**config.mk**
```make
export PLATFORM = sky130hd
export DESIGN_NAME = vpie_top
export DESIGN_NICKNAME = d
export VERILOG_FILES = /design/src/verilog/vpie_arm_cell.v /design/src/verilog/vpie_top.v
export VERILOG_INCLUDE_DIRS = /design/src /design/src/verilog
export SDC_FILE = /design/constraint.sdc
export NUM_CORES = 1
export LEC_CHECK = 0
export ABC_AREA = 1
export BUFFER_PORTS_ARGS = -buffer_cell sky130_fd_sc_hd__buf_4
export CAP_MARGIN = 15
export CORE_MARGIN = 2
export CORE_UTILIZATION = 43
export CTS_CLUSTER_DIAMETER = 200
export DETAILED_ROUTE_END_ITERATION = 7
export PLACE_DENSITY = 0.8
export SYNTH_ARGS = -nofsm -noshare
export SYNTH_HDL_FRONTEND = slang
export SYNTH_SLANG_ARGS = --single-unit
```
**constraint.sdc**
```tcl
create_clock -name mclk -period 1.33 [get_ports mclk]
set_input_delay 0.0665 -clock mclk [delete_from_list [all_inputs] [get_ports mclk]]
set_output_delay 0.0665 -clock mclk [all_outputs]
set_load 0.01 [all_outputs]
```
**src/verilog/vpie_map.vh**
```
`ifndef VPIE_MAP_VH
`define VPIE_MAP_VH
// Byte offsets on the register bus
`define VPIE_OFS_PRIMARY   8'h00
`define VPIE_OFS_ARM       8'h04
`define VPIE_OFS_DISARM    8'h08
`define VPIE_OFS_CTRL      8'h0c
`define VPIE_OFS_STAT      8'h10
`define VPIE_OFS_STAT_CLR  8'h14
`define VPIE_OFS_STAT_EN   8'h18
// Field positions within the arm/disarm/primary layout
`define VPIE_BIT_FRAME0    0
`define VPIE_BIT_FRAME1    1
`define VPIE_BIT_FAULT     4
`define VPIE_NUM_SRC       5
// Capture format field in the channel zero control word
`define VPIE_FMT_LSB       0
`define VPIE_FMT_W         2
`define VPIE_FMT_RAW       2'h3
`define VPIE_FMT_NORMAL    2'h0
// Reset values
`define VPIE_RST_ENABLE    5'h00
`define VPIE_RST_FMT       2'h0
// Event status bits (arm, disarm, ignored write)
`define VPIE_EV_ARM        0
`define VPIE_EV_DISARM     1
`define VPIE_EV_IGNORED    2
`define VPIE_NUM_EV        3
`endif

```
**src/verilog/vpie_arm_cell.v**
```verilog
`timescale 1ns/10ps
// One arm bit: set needs primary on, clear needs primary and arm on
module vpie_arm_cell (
	input  wire mclk,      // Clock
	input  wire rst_n,     // Synchronous reset, low
	input  wire primary,   // Primary enable of this source
	input  wire arm_wr,    // Write of one to its arm bit
	input  wire disarm_wr, // Write of one to its disarm bit
	output reg  arm_q,     // Armed state
	output wire ignored    // A write of one had no effect
);
	wire set_ok;
	wire clr_ok;
	reg  arm_d;

	assign set_ok = arm_wr & primary;
	assign clr_ok = disarm_wr & primary & arm_q;
	assign ignored = (arm_wr & ~set_ok) | (disarm_wr & ~clr_ok);

	always @* begin
		arm_d = arm_q;
		if (clr_ok)
			arm_d = 1'b0;
		if (set_ok)
			arm_d = 1'b1;
	end

	always @(posedge mclk) begin
		if (!rst_n)
			arm_q <= 1'b0;
		else
			arm_q <= arm_d;
	end
endmodule // vpie_arm_cell

```
**src/verilog/vpie_top.v**
```verilog
`timescale 1ns/10ps
// Behaviour
// - Channel 1 arm needs its primary enable
// - Channel 0 arm needs its primary enable
// - Arm bits react only to ones
// - Armed bit holds until disarmed
// - Channel 1 disarm clears armed bit
// - Channel 0 disarm clears armed bit
// - Format raw: channel 1 arms line interrupt
// - Format zero: channel 1 arms frame interrupt
// - Fault disarm needs primary and arm
// - Effective fault disarm stops fault interrupt
// - Zeros in disarm register change nothing
// - Disarm bits 31-5 read zero
// - Fault arm needs primary fault enable
// - Channel 1 disarm needs primary and arm
`include "vpie_map.vh"
module vpie_top (
	input  wire        mclk,        // Clock, 100 MHz
	input  wire        rst_n,       // Synchronous reset, low
	input  wire        hsel,        // AHB slave select
	input  wire [31:0] haddr,       // AHB address
	input  wire [1:0]  htrans,      // AHB transfer type
	input  wire        hwrite,      // AHB write
	input  wire [2:0]  hsize,       // AHB size
	input  wire [31:0] hwdata,      // AHB write data
	input  wire        hready,      // AHB bus ready
	output reg  [31:0] hrdata,      // AHB read data
	output wire        hreadyout,   // AHB slave ready
	output wire        hresp,       // AHB response, OKAY
	input  wire        frame0_src,  // Channel 0 frame event
	input  wire        frame1_src,  // Channel 1 frame event
	input  wire        line1_src,   // Channel 1 raw line event
	input  wire        fault_src,   // Error event
	output reg         frame0_irq,  // Forwarded channel 0 frame
	output reg         frame1_irq,  // Forwarded channel 1 frame/line
	output reg         fault_irq,   // Forwarded error
	output wire        irq          // Summary event interrupt
);
	localparam N  = `VPIE_NUM_SRC;
	localparam NE = `VPIE_NUM_EV;

	reg  [N-1:0]          primary_irq_enable_q;
	reg  [`VPIE_FMT_W-1:0] chan_zero_capture_format_q;
	reg  [NE-1:0]         stat_q;
	reg  [NE-1:0]         stat_d;
	reg  [NE-1:0]         stat_en_q;
	reg                   ph_wr_q;
	reg  [7:0]            ph_addr_q;
	wire [N-1:0]          arm_q;
	wire [N-1:0]          arm_wr;
	wire [N-1:0]          disarm_wr;
	wire [N-1:0]          ign;
	wire                  take;
	wire                  wr_arm;
	wire                  wr_dis;
	wire                  ev_arm;
	wire                  ev_dis;
	wire                  ev_ign;
	wire                  frame0_primary_enable;
	wire                  frame1_primary_enable;
	wire                  fault_primary_enable;
	wire                  frame0_arm_bit;
	wire                  frame1_arm_bit;
	wire                  fault_arm_bit;
	wire                  raw_mode;
	wire                  ch1_event;
	reg  [N-1:0]          arm_prev_q;

	// Zero-wait slave: address phase captured, write applied in data phase
	assign take      = hsel & hready & htrans[1];
	assign hreadyout = 1'b1;
	assign hresp     = 1'b0;

	always @(posedge mclk) begin
		if (!rst_n) begin
			ph_wr_q   <= 1'b0;
			ph_addr_q <= 8'h00;
		end else begin
			ph_wr_q   <= take & hwrite;
			ph_addr_q <= haddr[7:0];
		end
	end

	assign wr_arm = ph_wr_q & (ph_addr_q == `VPIE_OFS_ARM);
	assign wr_dis = ph_wr_q & (ph_addr_q == `VPIE_OFS_DISARM);

	// Only arm/disarm lanes that exist are wired; bits 2,3 have no source
	genvar g;
	generate
		for (g = 0; g < N; g = g + 1) begin : g_src
			if (g == `VPIE_BIT_FRAME0 || g == `VPIE_BIT_FRAME1 ||
			    g == `VPIE_BIT_FAULT) begin : g_cell
				assign arm_wr[g]    = wr_arm & hwdata[g];
				assign disarm_wr[g] = wr_dis & hwdata[g];
				vpie_arm_cell u_cell (
					.mclk      (mclk),
					.rst_n     (rst_n),
					.primary   (primary_irq_enable_q[g]),
					.arm_wr    (arm_wr[g]),
					.disarm_wr (disarm_wr[g]),
					.arm_q     (arm_q[g]),
					.ignored   (ign[g])
				);
			end else begin : g_none
				assign arm_wr[g]    = 1'b0;
				assign disarm_wr[g] = 1'b0;
				assign arm_q[g]     = 1'b0;
				assign ign[g]       = 1'b0;
			end
		end
	endgenerate

	assign frame0_primary_enable = primary_irq_enable_q[`VPIE_BIT_FRAME0];
	assign frame1_primary_enable = primary_irq_enable_q[`VPIE_BIT_FRAME1];
	assign fault_primary_enable  = primary_irq_enable_q[`VPIE_BIT_FAULT];
	assign frame0_arm_bit = arm_q[`VPIE_BIT_FRAME0];
	assign frame1_arm_bit = arm_q[`VPIE_BIT_FRAME1];
	assign fault_arm_bit  = arm_q[`VPIE_BIT_FAULT];

	// Channel 1 arm selects line or frame source by channel 0 format
	assign raw_mode  = (chan_zero_capture_format_q == `VPIE_FMT_RAW);
	assign ch1_event = raw_mode ? line1_src : frame1_src;

	always @(posedge mclk) begin
		if (!rst_n) begin
			frame0_irq <= 1'b0;
			frame1_irq <= 1'b0;
			fault_irq  <= 1'b0;
		end else begin
			frame0_irq <= frame0_src & frame0_primary_enable &
			              frame0_arm_bit;
			frame1_irq <= ch1_event & frame1_primary_enable &
			              frame1_arm_bit;
			fault_irq  <= fault_src & fault_primary_enable &
			              fault_arm_bit;
		end
	end

	// Primary enable and control registers
	always @(posedge mclk) begin
		if (!rst_n) begin
			primary_irq_enable_q       <= `VPIE_RST_ENABLE;
			chan_zero_capture_format_q <= `VPIE_RST_FMT;
		end else begin
			if (ph_wr_q && ph_addr_q == `VPIE_OFS_PRIMARY)
				primary_irq_enable_q <= hwdata[N-1:0];
			if (ph_wr_q && ph_addr_q == `VPIE_OFS_CTRL)
				chan_zero_capture_format_q <=
					hwdata[`VPIE_FMT_LSB +: `VPIE_FMT_W];
		end
	end

	// Sticky events; a new event wins over a clear in the same cycle
	always @(posedge mclk) begin
		if (!rst_n)
			arm_prev_q <= {N{1'b0}};
		else
			arm_prev_q <= arm_q;
	end
	assign ev_arm = |(arm_q & ~arm_prev_q);
	assign ev_dis = |(~arm_q & arm_prev_q);
	assign ev_ign = |ign;

	always @* begin
		stat_d = stat_q;
		if (ph_wr_q && ph_addr_q == `VPIE_OFS_STAT_CLR)
			stat_d = stat_q & ~hwdata[NE-1:0];
		if (ev_arm)
			stat_d[`VPIE_EV_ARM] = 1'b1;
		if (ev_dis)
			stat_d[`VPIE_EV_DISARM] = 1'b1;
		if (ev_ign)
			stat_d[`VPIE_EV_IGNORED] = 1'b1;
	end

	always @(posedge mclk) begin
		if (!rst_n) begin
			stat_q    <= {NE{1'b0}};
			stat_en_q <= {NE{1'b0}};
		end else begin
			stat_q <= stat_d;
			if (ph_wr_q && ph_addr_q == `VPIE_OFS_STAT_EN)
				stat_en_q <= hwdata[NE-1:0];
		end
	end
	assign irq = |(stat_q & stat_en_q);

	// Read data registered at the address phase so it stands in data phase
	always @(posedge mclk) begin
		if (!rst_n)
			hrdata <= 32'h0000_0000;
		else if (take && !hwrite) begin
			case (haddr[7:0])
				`VPIE_OFS_PRIMARY: hrdata <= {{(32-N){1'b0}},
				                    primary_irq_enable_q};
				`VPIE_OFS_ARM:     hrdata <= {{(32-N){1'b0}}, arm_q};
				`VPIE_OFS_DISARM:  hrdata <= 32'h0000_0000;
				`VPIE_OFS_CTRL:    hrdata <= {{(32-`VPIE_FMT_W){1'b0}},
				                    chan_zero_capture_format_q};
				`VPIE_OFS_STAT:    hrdata <= {{(32-NE){1'b0}}, stat_q};
				`VPIE_OFS_STAT_EN: hrdata <= {{(32-NE){1'b0}}, stat_en_q};
				default:           hrdata <= 32'h0000_0000;
			endcase
		end
	end
endmodule // vpie_top
```
==> impl_metrics.csv, run 1 <==
group,metric,value,unit
status,status,"complete, no violations",
setup_path,startpoint_type,"flip-flop",
placed_design,placed_cell_area,2070,um^2
die,die_x,70.4,um
final_layout,mostFrequentLayoutCells,"49 x nand2_1, 34 x inv_1, 33 x dfxtp_1, 32 x buf_4, 29 x conb_1",
drt,routed_wl,4.25,mm
placed_design,hpwl,2.95,mm
setup_path,required,1.55,ns
final_layout,num_antenna_cells,0,
drt,drc,0,
placed_design,numPortBuffers,31,
setup_path,critPathSlowestCell,"dfxtp_2",
synthesis,syn_area_per_cell,7.01,um^2
clock_network,clkLatencyLatePin,0.30,ns
drt,route.met2.wl,2.10,mm
drt,met3_length,246,um
setup_path,path_cells,"nor2_1, nand2_1, nor2_4, buf_12, buf_6, nand2_1, inv_2, o21ai_1, a21oi_1",
drt,drtPass1Iterations,5,
drt,drtIter0Drc,62,
run,max-cap-violations,0,
power_and_ir_drop,power_density,892,nW/um^2
drt,vias,1753,
worst_hold_path,hp-class,"primary input to flip-flop",
clock_network,htree_num_levels,2,
timing,finalSetupViolCount,0,
die,fp.dieH,70.4,um
drt,routed.top_layer,"met4",
clock_network,cts.sinks,36,
timing,finClkSkew,0.0109,ns
timing,finalMaxSlewViolations,0,
power_and_ir_drop,cellLeakagePower,0.00111,uW
drt,met1Wirelength,1.83,mm
final_layout,fin_area,2340,um^2
clock_network,cts_tree,"yes",
grt,grt_antenna_before_repair,0,
die,core_area,4290,um^2
grt,grt_usage,17.2,%
synthesis,ys_ff_latch,36,
clock_network,clk_pin_slew_worst_paths,0.07,ns
final_layout,instances_no_fill,369,
final_layout,final_common_cell,"nand2_1",
placed_design,dp.cells,350,
setup_path,crit_top_cell,"nand2_1",
timing,hold_viol_final,0,
clock_network,cts_buffer_depth,2,
final_layout,nNetsFinal,395,
timing,period_share,96.1,%
timing,final.min_clock_period,1.28,ns
die,rows,24,
final_layout,final_layout_size_suffix_gt1_share,23.0,%
grt,grt_pass1_vias,1514,
synthesis,netlist_area,1890,um^2
setup_path,path_max_fanout,9,
grt,grt_max_degree,29,
die,dieArea,4950,um^2
placed_design,globalplace.congestion,0.862,
drt,wl_per_cell,11.5,um
clock_network,root_buffer,"clkbuf_8",
timing,tns,0,ns
die,io_pins,116,
grt,grt_remaining_overflow,0,
die,start_util,44.1,%
timing,whs,0.00582,ns
setup_path,endpoint_kind,"flip-flop",
final_layout,area_delta_synth_final,23.5,%
synthesis,synthCells,270,
synthesis,ys_warn_count,0,
setup_path,worstSetupPathType,"flip-flop to flip-flop",
grt,grt_pass1_wl,6.58,mm
clock_network,numCtsBuffers,5,
synthesis,synthDistinctLibCells,25,
drt,routed_via_density,4.75,
power_and_ir_drop,ir_drop,0.000478,V
synthesis,ys_seq_area_share,38.1,%
setup_path,cp_slowest_stage_delay,0.32,ns
setup_path,worstPathArrival,1.49,ns
timing,rsz0062_at_grt,"yes",
timing,max_freq,0.782,GHz
drt,ant_nets,0,
power_and_ir_drop,total_power,2080,uW
==> through the flow <==
| step | setup slack [ns] | util, % |
|---|---|---|
| after floorplan | 0.201 | - |
| after global placement | 0.0748 | 48.3 |
| after detailed placement | 0.00803 | 48.3 |
| after CTS | 0.00160 | 52.0 |
| after global routing | -0.0738 | 54.4 |
| final | 0.0516 | 54.4 |
==> final timing paths <==
path,start,to,slack (ns),depth (start not counted)
worst max-delay path,ph_addr_q[5],chan_zero_capture_format_q[0],0.05,9
worst min register to register,primary_irq_enable_q[3],hrdata[3],0.46,2
worst max register to register,ph_addr_q[5],chan_zero_capture_format_q[0],0.05,9
worst min-delay path,hwrite,ph_wr_q,0.006,3
==> routing by layer <==
layer  track usage [%]  vias to the layer above
met5                 0                        -
met4              7.05                        0
met3              5.63                        7
met2              29.5                       54
met1              19.7                      802
li1                  -                      890
==> power by group <==
group          total [uW]  switching [uW]  internal [uW]
clock                 730             375            355
sequential           1110            9.18           1100
combinational         249             154           94.6
total                2080             538           1550
==> flip-flops by register name (all words and copies together) (netlist names) <==
name	flops
arm_prev_q	3
chan_zero_capture_format_q	2
fault_irq	1
frame0_irq	1
frame1_irq	1
g_src.g_cell.u_cell.arm_q	3
hrdata	5
ph_addr_q	8
ph_wr_q	1
primary_irq_enable_q	5
stat_en_q	3
stat_q	3
==> layout make-up <==
class / instances / area, um^2
clock buffers: 6 / 72.6
clock inverters: 1 / 5.00
fillers: 431 / 1960
inverters: 43 / 164
multi-input cells: 186 / 921
flip-flops and latches: 36 / 724
well taps: 52 / 65.1
repair buffers: 45 / 385
==> cells by family (layout without fill, tap and decap cells) <==
group	Yosys count	in the layout	share of synthesized area, %
compound gates	38	38	10.3
buf+inv	76	95	21.3
flops	36	36	38.1
other cells	2	29	0.397
simple gates	118	119	29.9
==> worst max-delay path: cells and delay by family, from the launching register on <==
family	cells	cell delay [ns]
simple gates	4	0.35
buf+inv	3	0.31
compound gates	2	0.19
flops	1	0.32
==> cell usage after synthesis, drive strengths merged <==
cell | n | area, um^2
conb | 2 | 7.51
dfxtp | 36 | 721
nand4 | 9 | 68.8
nor2 | 27 | 141
o21ai | 20 | 100
buf | 31 | 234
nor3 | 6 | 35.0
o22ai | 1 | 6.26
a221oi | 1 | 8.76
clkinv | 2 | 7.51
a21oi | 16 | 80.1
nand2 | 54 | 210
clkbuf | 2 | 7.51
nand3 | 21 | 105
inv | 41 | 154
nor4 | 1 | 6.26
==> what timing repair did <==
| action | in CTS | in global routing |
|---|---|---|
| hold buffers | 8 | 0 |
| endpoints found under the hold margin | 8 | 0 |
| resized for setup | 0 | 29 |
| buffers inserted | 0 | 5 |
| setup endpoints to repair | 0 | 15 |
Power figures use the tool's default switching activity.
==> run 2, diff against run 1 <==
--- a/config.mk
+++ b/config.mk
@@ -10,10 +10,11 @@
 export BUFFER_PORTS_ARGS = -buffer_cell sky130_fd_sc_hd__buf_4
 export CAP_MARGIN = 15
 export CORE_MARGIN = 2
-export CORE_UTILIZATION = 43
+export CORE_UTILIZATION = 44
 export CTS_CLUSTER_DIAMETER = 200
 export DETAILED_ROUTE_END_ITERATION = 7
-export PLACE_DENSITY = 0.8
+export PLACE_DENSITY = 0.81
 export SYNTH_ARGS = -nofsm -noshare
 export SYNTH_HDL_FRONTEND = slang
+export SYNTH_HIERARCHICAL = 1
 export SYNTH_SLANG_ARGS = --single-unit
==> run 2 against run 1 <==
Net effect: the run now ends with negative setup slack left; sequential power barely moved; wire length rose by 8.7%; cell area rose by 8.7%; worst hold slack got worse by 0.0018 ns; die area rose by 1.8%; synthesized area rose by 4.3%; maximum frequency fell by 11%; combinational power rose by 14%; sequential share of layout area fell by 2.5 points; critical endpoint is now stat_q[2]; largest power group unchanged; critical path depth fell by 1; non-clock buffer count rose by 10.
==> impl_metrics.csv, run 2 <==
group,metric,value,unit
die,rows,24,
placed_design,numPortBuffers,31,
final_layout,fin_area,2540,um^2
synthesis,synthXorXnorAreaFrac,0,%
timing,max_freq,0.699,GHz
setup_path,worstPathArrival,1.65,ns
synthesis,synth-compound-area-share,10.2,%
worst_hold_path,hp-start,"fault_src",
synthesis,synth_top_family_by_area,"simple AND/OR/NAND/NOR gates",
final_layout,top_regs,"ph_addr_q (8), hrdata (5), primary_irq_enable_q (5)",
setup_path,startpoint_type,"flip-flop",
setup_path,r2r_slack,-0.10,ns
synthesis,synthCells,272,
synthesis,synth.most_common_cell,"nand2_1",
timing,period_share,108,%
grt,grt_max_degree,15,
synthesis,synth_top_cell_by_area,"dfxtp_1",
timing,tns,-0.121,ns
drt,drc,0,
setup_path,required,1.55,ns
power_and_ir_drop,power_density,919,nW/um^2
synthesis,synth_edf_count,0,
drt,ant_nets,0,
drt,wl_per_cell,12.1,um
final_layout,area_delta_synth_final,28.6,%
grt,grt_pass1_vias,1593,
timing,finalSetupViolCount,3,
synthesis,synth_common_cells,"57 x nand2_1, 36 x dfxtp_1, 35 x inv_1",
setup_path,reg2reg_depth,8,
drt,routed_via_density,4.65,
synthesis,syn_area_per_cell,7.26,um^2
timing,hold_viol_final,0,
drt,drtPass1Iterations,4,
clock_network,cts_buffer_depth,2,
synthesis,ys_ff_latch,36,
final_layout,largest_reg_flops,8,
synthesis,ys_seq_area_share,36.5,%
final_layout,final.fill_count,406,
final_layout,final_common_cell,"nand2_1",
run,max-cap-violations,0,
power_and_ir_drop,cellLeakagePower,0.00121,uW
placed_design,globalplace.congestion,0.946,
clock_network,numCtsBuffers,5,
worst_hold_path,hold_end,"fault_irq",
clock_network,cts.sinks,36,
synthesis,synth_area_leaders,"dfxtp_1 37%, buf_4 11%, nand2_1 11%",
grt,grt_usage,18.6,%
final_layout,nNetsFinal,407,
grt,grt_remaining_overflow,0,
synthesis,synthDistinctLibCells,28,
die,die_x,71.0,um
status,violations,"negative setup slack",
synthesis,ys_dominant_reg_cell,"dfxtp_1",
die,dieArea,5040,um^2
drt,drtIter0Drc,112,
die,fp.dieH,71.0,um
clock_network,root_buffer,"clkbuf_8",
clock_network,htree_num_levels,2,
worst_hold_path,hold_depth,3,
synthesis,ys_warn_count,6,
status,status,"finished with violations",
timing,whs,0.00404,ns
setup_path,rr_endpoint,"stat_q[2]",
setup_path,worstSetupPathType,"flip-flop to flip-flop",
clock_network,clkLatencyLatePin,0.29,ns
placed_design,hpwl,3.32,mm
die,start_util,45.7,%
grt,grt_antenna_before_repair,0,
die,core_area,4320,um^2
drt,routed_wl,4.62,mm
synthesis,synth_fa_ha_area_share,0,%
placed_design,placed_cell_area,2260,um^2
setup_path,path_max_fanout,3,
setup_path,worstReg2RegStart,"ph_addr_q[2]",
synthesis,synth_top_area_share,36.5,%
synthesis,netlist_area,1970,um^2
final_layout,num_antenna_cells,0,
grt,grt_pass1_wl,7.33,mm
final_layout,regMostFlops,"ph_addr_q",
synthesis,synthSimpleGateAreaFrac,33.4,%
timing,finalMaxSlewViolations,0,
power_and_ir_drop,ir_drop,0.00108,V
final_layout,final_layout_size_suffix_gt1_share,31.8,%
setup_path,endpoint_kind,"flip-flop",
clock_network,clk_pin_slew_worst_paths,0.07,ns
timing,final.min_clock_period,1.43,ns
synthesis,muxShareOfSynthArea,0,%
worst_hold_path,hp-class,"primary input to flip-flop",
synthesis,synth_async_sr_flop_share,0,%
timing,finClkSkew,0.00919,ns
clock_network,cts_tree,"yes",
final_layout,mostFrequentLayoutCells,"55 x nand2_1, 47 x buf_4, 34 x dfxtp_1, 33 x inv_1, 29 x conb_1",
timing,worst_slack,-0.101,ns
timing,rsz0062_at_grt,"yes",
die,io_pins,116,
drt,vias,1775,
==> run 2: cell type report <==
| type | count | area (um^2) | share of cell area (%) |
|---|---|---|---|
| inverters | 41 | 154 | 6.06 |
| well taps | 52 | 65.1 | 2.56 |
| clock inverters | 2 | 35.0 | 1.38 |
| repair buffers | 55 | 433 | 17.0 |
| multi-input cells | 190 | 1060 | 41.6 |
| flip-flops and latches | 36 | 723 | 28.5 |
| clock buffers | 6 | 72.6 | 2.86 |
==> run 2: cell families (layout without fill, tap and decap cells) <==
logic type      after synthesis  after routing
buf+inv                      73            104
other cells                   2             29
simple gates                130            130
flops                        36             36
compound gates               31             31
==> run 2: worst max-delay path, stage by stage (launching register included) <==
cell and delay [ns]:
dfxtp_1 0.37, nor2_4 0.11, nand3_2 0.07, or2_4 0.30, nor2_4 0.11, inv_1 0.07
o22ai_2 0.15, nor3_1 0.06, a21oi_1 0.11
==> run 2: worst max path at each step <==
stage                       from   endpoint  slack [ns]  depth (start not counted)
global placement    ph_addr_q[1]  stat_q[2]       -0.05                          9
detailed placement  ph_addr_q[1]  stat_q[2]       -0.13                          9
floorplan                ph_wr_q  stat_q[2]       -0.07                          9
CTS                 ph_addr_q[0]  stat_q[2]       -0.10                          9
finish              ph_addr_q[2]  stat_q[2]       -0.10                          8
global route        ph_addr_q[0]  stat_q[2]       -0.20                          8
==> run 2: stage by stage <==
step | total power [uW] | util (%) | instances | setup slack, ns
2_1_floorplan | 1330 | - | 299 | -0.0692
3_3_place_gp | 1370 | 52.3 | 364 | -0.0530
3_5_place_dp | 1370 | 52.3 | 364 | -0.132
4_1_cts | 2330 | 57.0 | 381 | -0.100
5_1_grt | 2420 | 58.7 | 382 | -0.202
6_report | 2330 | 58.7 | 382 | -0.101
==> run 2: repair_timing <==
| item | CTS | global route |
|---|---|---|
| endpoints found under the hold margin | 8 | 0 |
| pin swaps | 7 | 8 |
| resized for setup | 3 | 20 |
| buffers inserted | 1 | 2 |
| hold buffers | 8 | 0 |
| endpoints found under the setup margin | 4 | 13 |
==> run 2: routing by layer <==
layer / up-vias / wire, um / track usage [%]
met2: 73 / 2200 / 30.4
met1: 787 / 2000 / 24.4
met3: 9 / 310 / 2.14
met5: - / 0 / 0
met4: 0 / 108 / 9.22
li1: 906 / - / -
==> run 2: power by group <==
group          internal [uW]  switching, uW
combinational            114            170
sequential              1100           13.7
clock                    556            385
total                   1770            569
==> run 3, diff against run 2 <==
==> constraint.sdc (replaced) <==
create_clock -name mclk -period 1.33 [get_ports mclk]
set_input_delay 0.133 -clock mclk [delete_from_list [all_inputs] [get_ports mclk]]
set_output_delay 0.133 -clock mclk [all_outputs]
set_load 0.01 [all_outputs]
==> run 3 against run 2 <==
Net effect: the run still ends with negative setup slack left; register-to-register slack worse by 0.09 ns; global-route usage up 0.64 points; sequential share of layout area up 0.65 points; clock power down 11%; final cell count down 1.0%; count of clock-buffer cells in the layout up 1; critical path depth up 1; cell area down 1.7%; critical endpoint unchanged; first-iteration DRC count up 17%; combinational power down 5%; sequential cell count unchanged; via count up 0.68%; highest routed layer unchanged.
==> impl_metrics.csv, run 3 (synthesized netlist as in run 2, its figures left out) <==
group,metric,value,unit
status,status,"finished with violations",
status,violations,"negative setup slack",
power_and_ir_drop,comb_power_share,12.2,%
timing,hold_viol_final,0,
setup_path,path_max_fanout,4,
power_and_ir_drop,seqPwrFrac,50.1,%
placed_design,numPortBuffers,31,
power_and_ir_drop,power.switching,593,uW
final_layout,final_common_cell,"nand2_1",
final_layout,mostFrequentLayoutCells,"55 x nand2_1, 45 x buf_4, 32 x inv_1, 31 x dfxtp_1, 29 x conb_1",
drt,routed_wl,4.57,mm
setup_path,required,1.56,ns
drt,ant_nets,0,
die,dieArea,5040,um^2
final_layout,final.fill_count,400,
power_and_ir_drop,ir_drop,0.000729,V
grt,grt_usage,19.2,%
drt,met1Wirelength,1.97,mm
placed_design,hpwl,3.34,mm
die,rows,24,
clock_network,htree_num_levels,2,
placed_design,place_ws,-0.172,ns
final_layout,multi_input_comb_area,1050,um^2
drt,vias,1787,
die,die_x,71.0,um
drt,routed_via_density,4.73,
die,start_util,45.7,%
timing,max_freq,0.656,GHz
timing,finalMaxSlewViolations,0,
power_and_ir_drop,total_power,2220,uW
grt,grt_pass1_vias,1685,
final_layout,nNetsFinal,403,
grt,grt_antenna_before_repair,0,
power_and_ir_drop,p_sw_share,26.8,%
clock_network,hold_buffers,0,
drt,route.met2.wl,2.24,mm
setup_path,worstSetupPathType,"flip-flop to flip-flop",
timing,tns,-0.494,ns
final_layout,largest_reg_flops,8,
timing,rsz0062_at_grt,"yes",
timing,period_share,115,%
clock_network,cts_buffer_depth,2,
die,core_area,4320,um^2
final_layout,final_layout_size_suffix_gt1_share,32.8,%
setup_path,worstPathArrival,1.75,ns
final_layout,seq_area,727,um^2
timing,final.min_clock_period,1.52,ns
drt,routed.top_layer,"met4",
final_layout,num_antenna_cells,0,
drt,wl_per_cell,12.1,um
power_and_ir_drop,cellLeakagePower,0.00121,uW
final_layout,area_delta_synth_final,26.4,%
die,io_pins,116,
drt,met3_length,263,um
clock_network,clkLatencyLatePin,0.29,ns
worst_hold_path,hp-class,"primary input to flip-flop",
drt,drc,0,
setup_path,startpoint_type,"flip-flop",
die,fp.dieH,71.0,um
drt,drtIter0Drc,131,
grt,grt_remaining_overflow,0,
power_and_ir_drop,p_int,1620,uW
clock_network,cts_tree,"yes",
clock_network,clk_pin_slew_worst_paths,0.07,ns
timing,finalSetupViolCount,7,
clock_network,cts.sinks,36,
setup_path,endpoint_kind,"flip-flop",
final_layout,fin_area,2500,um^2
timing,worst_slack,-0.195,ns
placed_design,globalplace.congestion,0.878,
final_layout,regMostFlops,"ph_addr_q",
grt,grt_pass1_wl,7.65,mm
timing,finClkSkew,0.00500,ns
drt,drtPass1Iterations,4,
grt,grt_max_degree,15,
run,max-cap-violations,0,
power_and_ir_drop,power_density,888,nW/um^2
clock_network,numCtsBuffers,5,
clock_network,root_buffer,"clkbuf_8",
power_and_ir_drop,pwr-share-clk,37.7,%
final_layout,top_regs,"ph_addr_q (8), hrdata (5), primary_irq_enable_q (5)",
placed_design,placed_cell_area,2280,um^2
run 3: changes by cell type in the layout (fill, tap and decap cells not counted), sizes merged:
cell         delta
dlygate4sd3     -8
buf             +4
bufinv          -1
clkinvlp        +1
clkinv          -1
clkbuf          +1
run 3: area by class of cell:
cell class,count,share of cell area [%]
timing repair buffer,51,16.2
tap,52,2.61
multi-input combinational,190,42.1
inverter,41,6.17
clock buffer,7,3.46
clock inverter,1,0.301
sequential,36,29.1
run 3: through the flow:
step	hold slack, ns	std cells	util (%)
after floorplan	0.226	299	-
after global placement	0.333	366	52.7
after detailed placement	0.335	366	52.7
after CTS	0.0258	378	56.2
after global routing	0.0528	378	57.7
final	0.0300	378	57.7
run 3: power by group through the flow:
stage | sequential [uW] | clock, uW | combinational, uW
2_1_floorplan | 1130 | 0 | 195
3_3_place_gp | 1130 | 0 | 239
3_5_place_dp | 1130 | 0 | 243
4_1_cts | 1110 | 838 | 256
5_1_grt | 1110 | 891 | 297
6_report | 1110 | 836 | 270
run 3: critical path, cell delays in order (launching register included):
cell and delay (ns):
dfxtp_2 0.34, nor2_4 0.15, inv_2 0.08, nor3_4 0.22, nand3_4 0.15, nor2_4 0.16, nor2_2 0.05, o22ai_2 0.13
nor3_1 0.07, a21oi_1 0.11
run 3: metal layers:
layer / vias to the layer above / GRT usage [%]
met3: 10 / 3.99
met1: 809 / 24.4
met5: - / 0
li1: 904 / -
met4: 0 / 6.71
met2: 64 / 32.5
run 3: repair_timing:
| action | 4_1_cts | 5_1_grt |
|---|---|---|
| setup buffers | 4 | 3 |
| gates resized for setup | 9 | 19 |
| setup endpoints to repair | 4 | 11 |
| pin swaps | 7 | 20 |
run 3: worst paths after layout:
path	cells past startpoint	to	slack [ns]	startpoint
hold reg to reg	2	hrdata[4]	0.47	hrdata[4]
setup reg to reg	9	stat_q[2]	-0.19	ph_addr_q[0]
hold / removal	3	ph_addr_q[6]	0.03	haddr[6]
setup / recovery	9	stat_q[2]	-0.19	ph_addr_q[0]
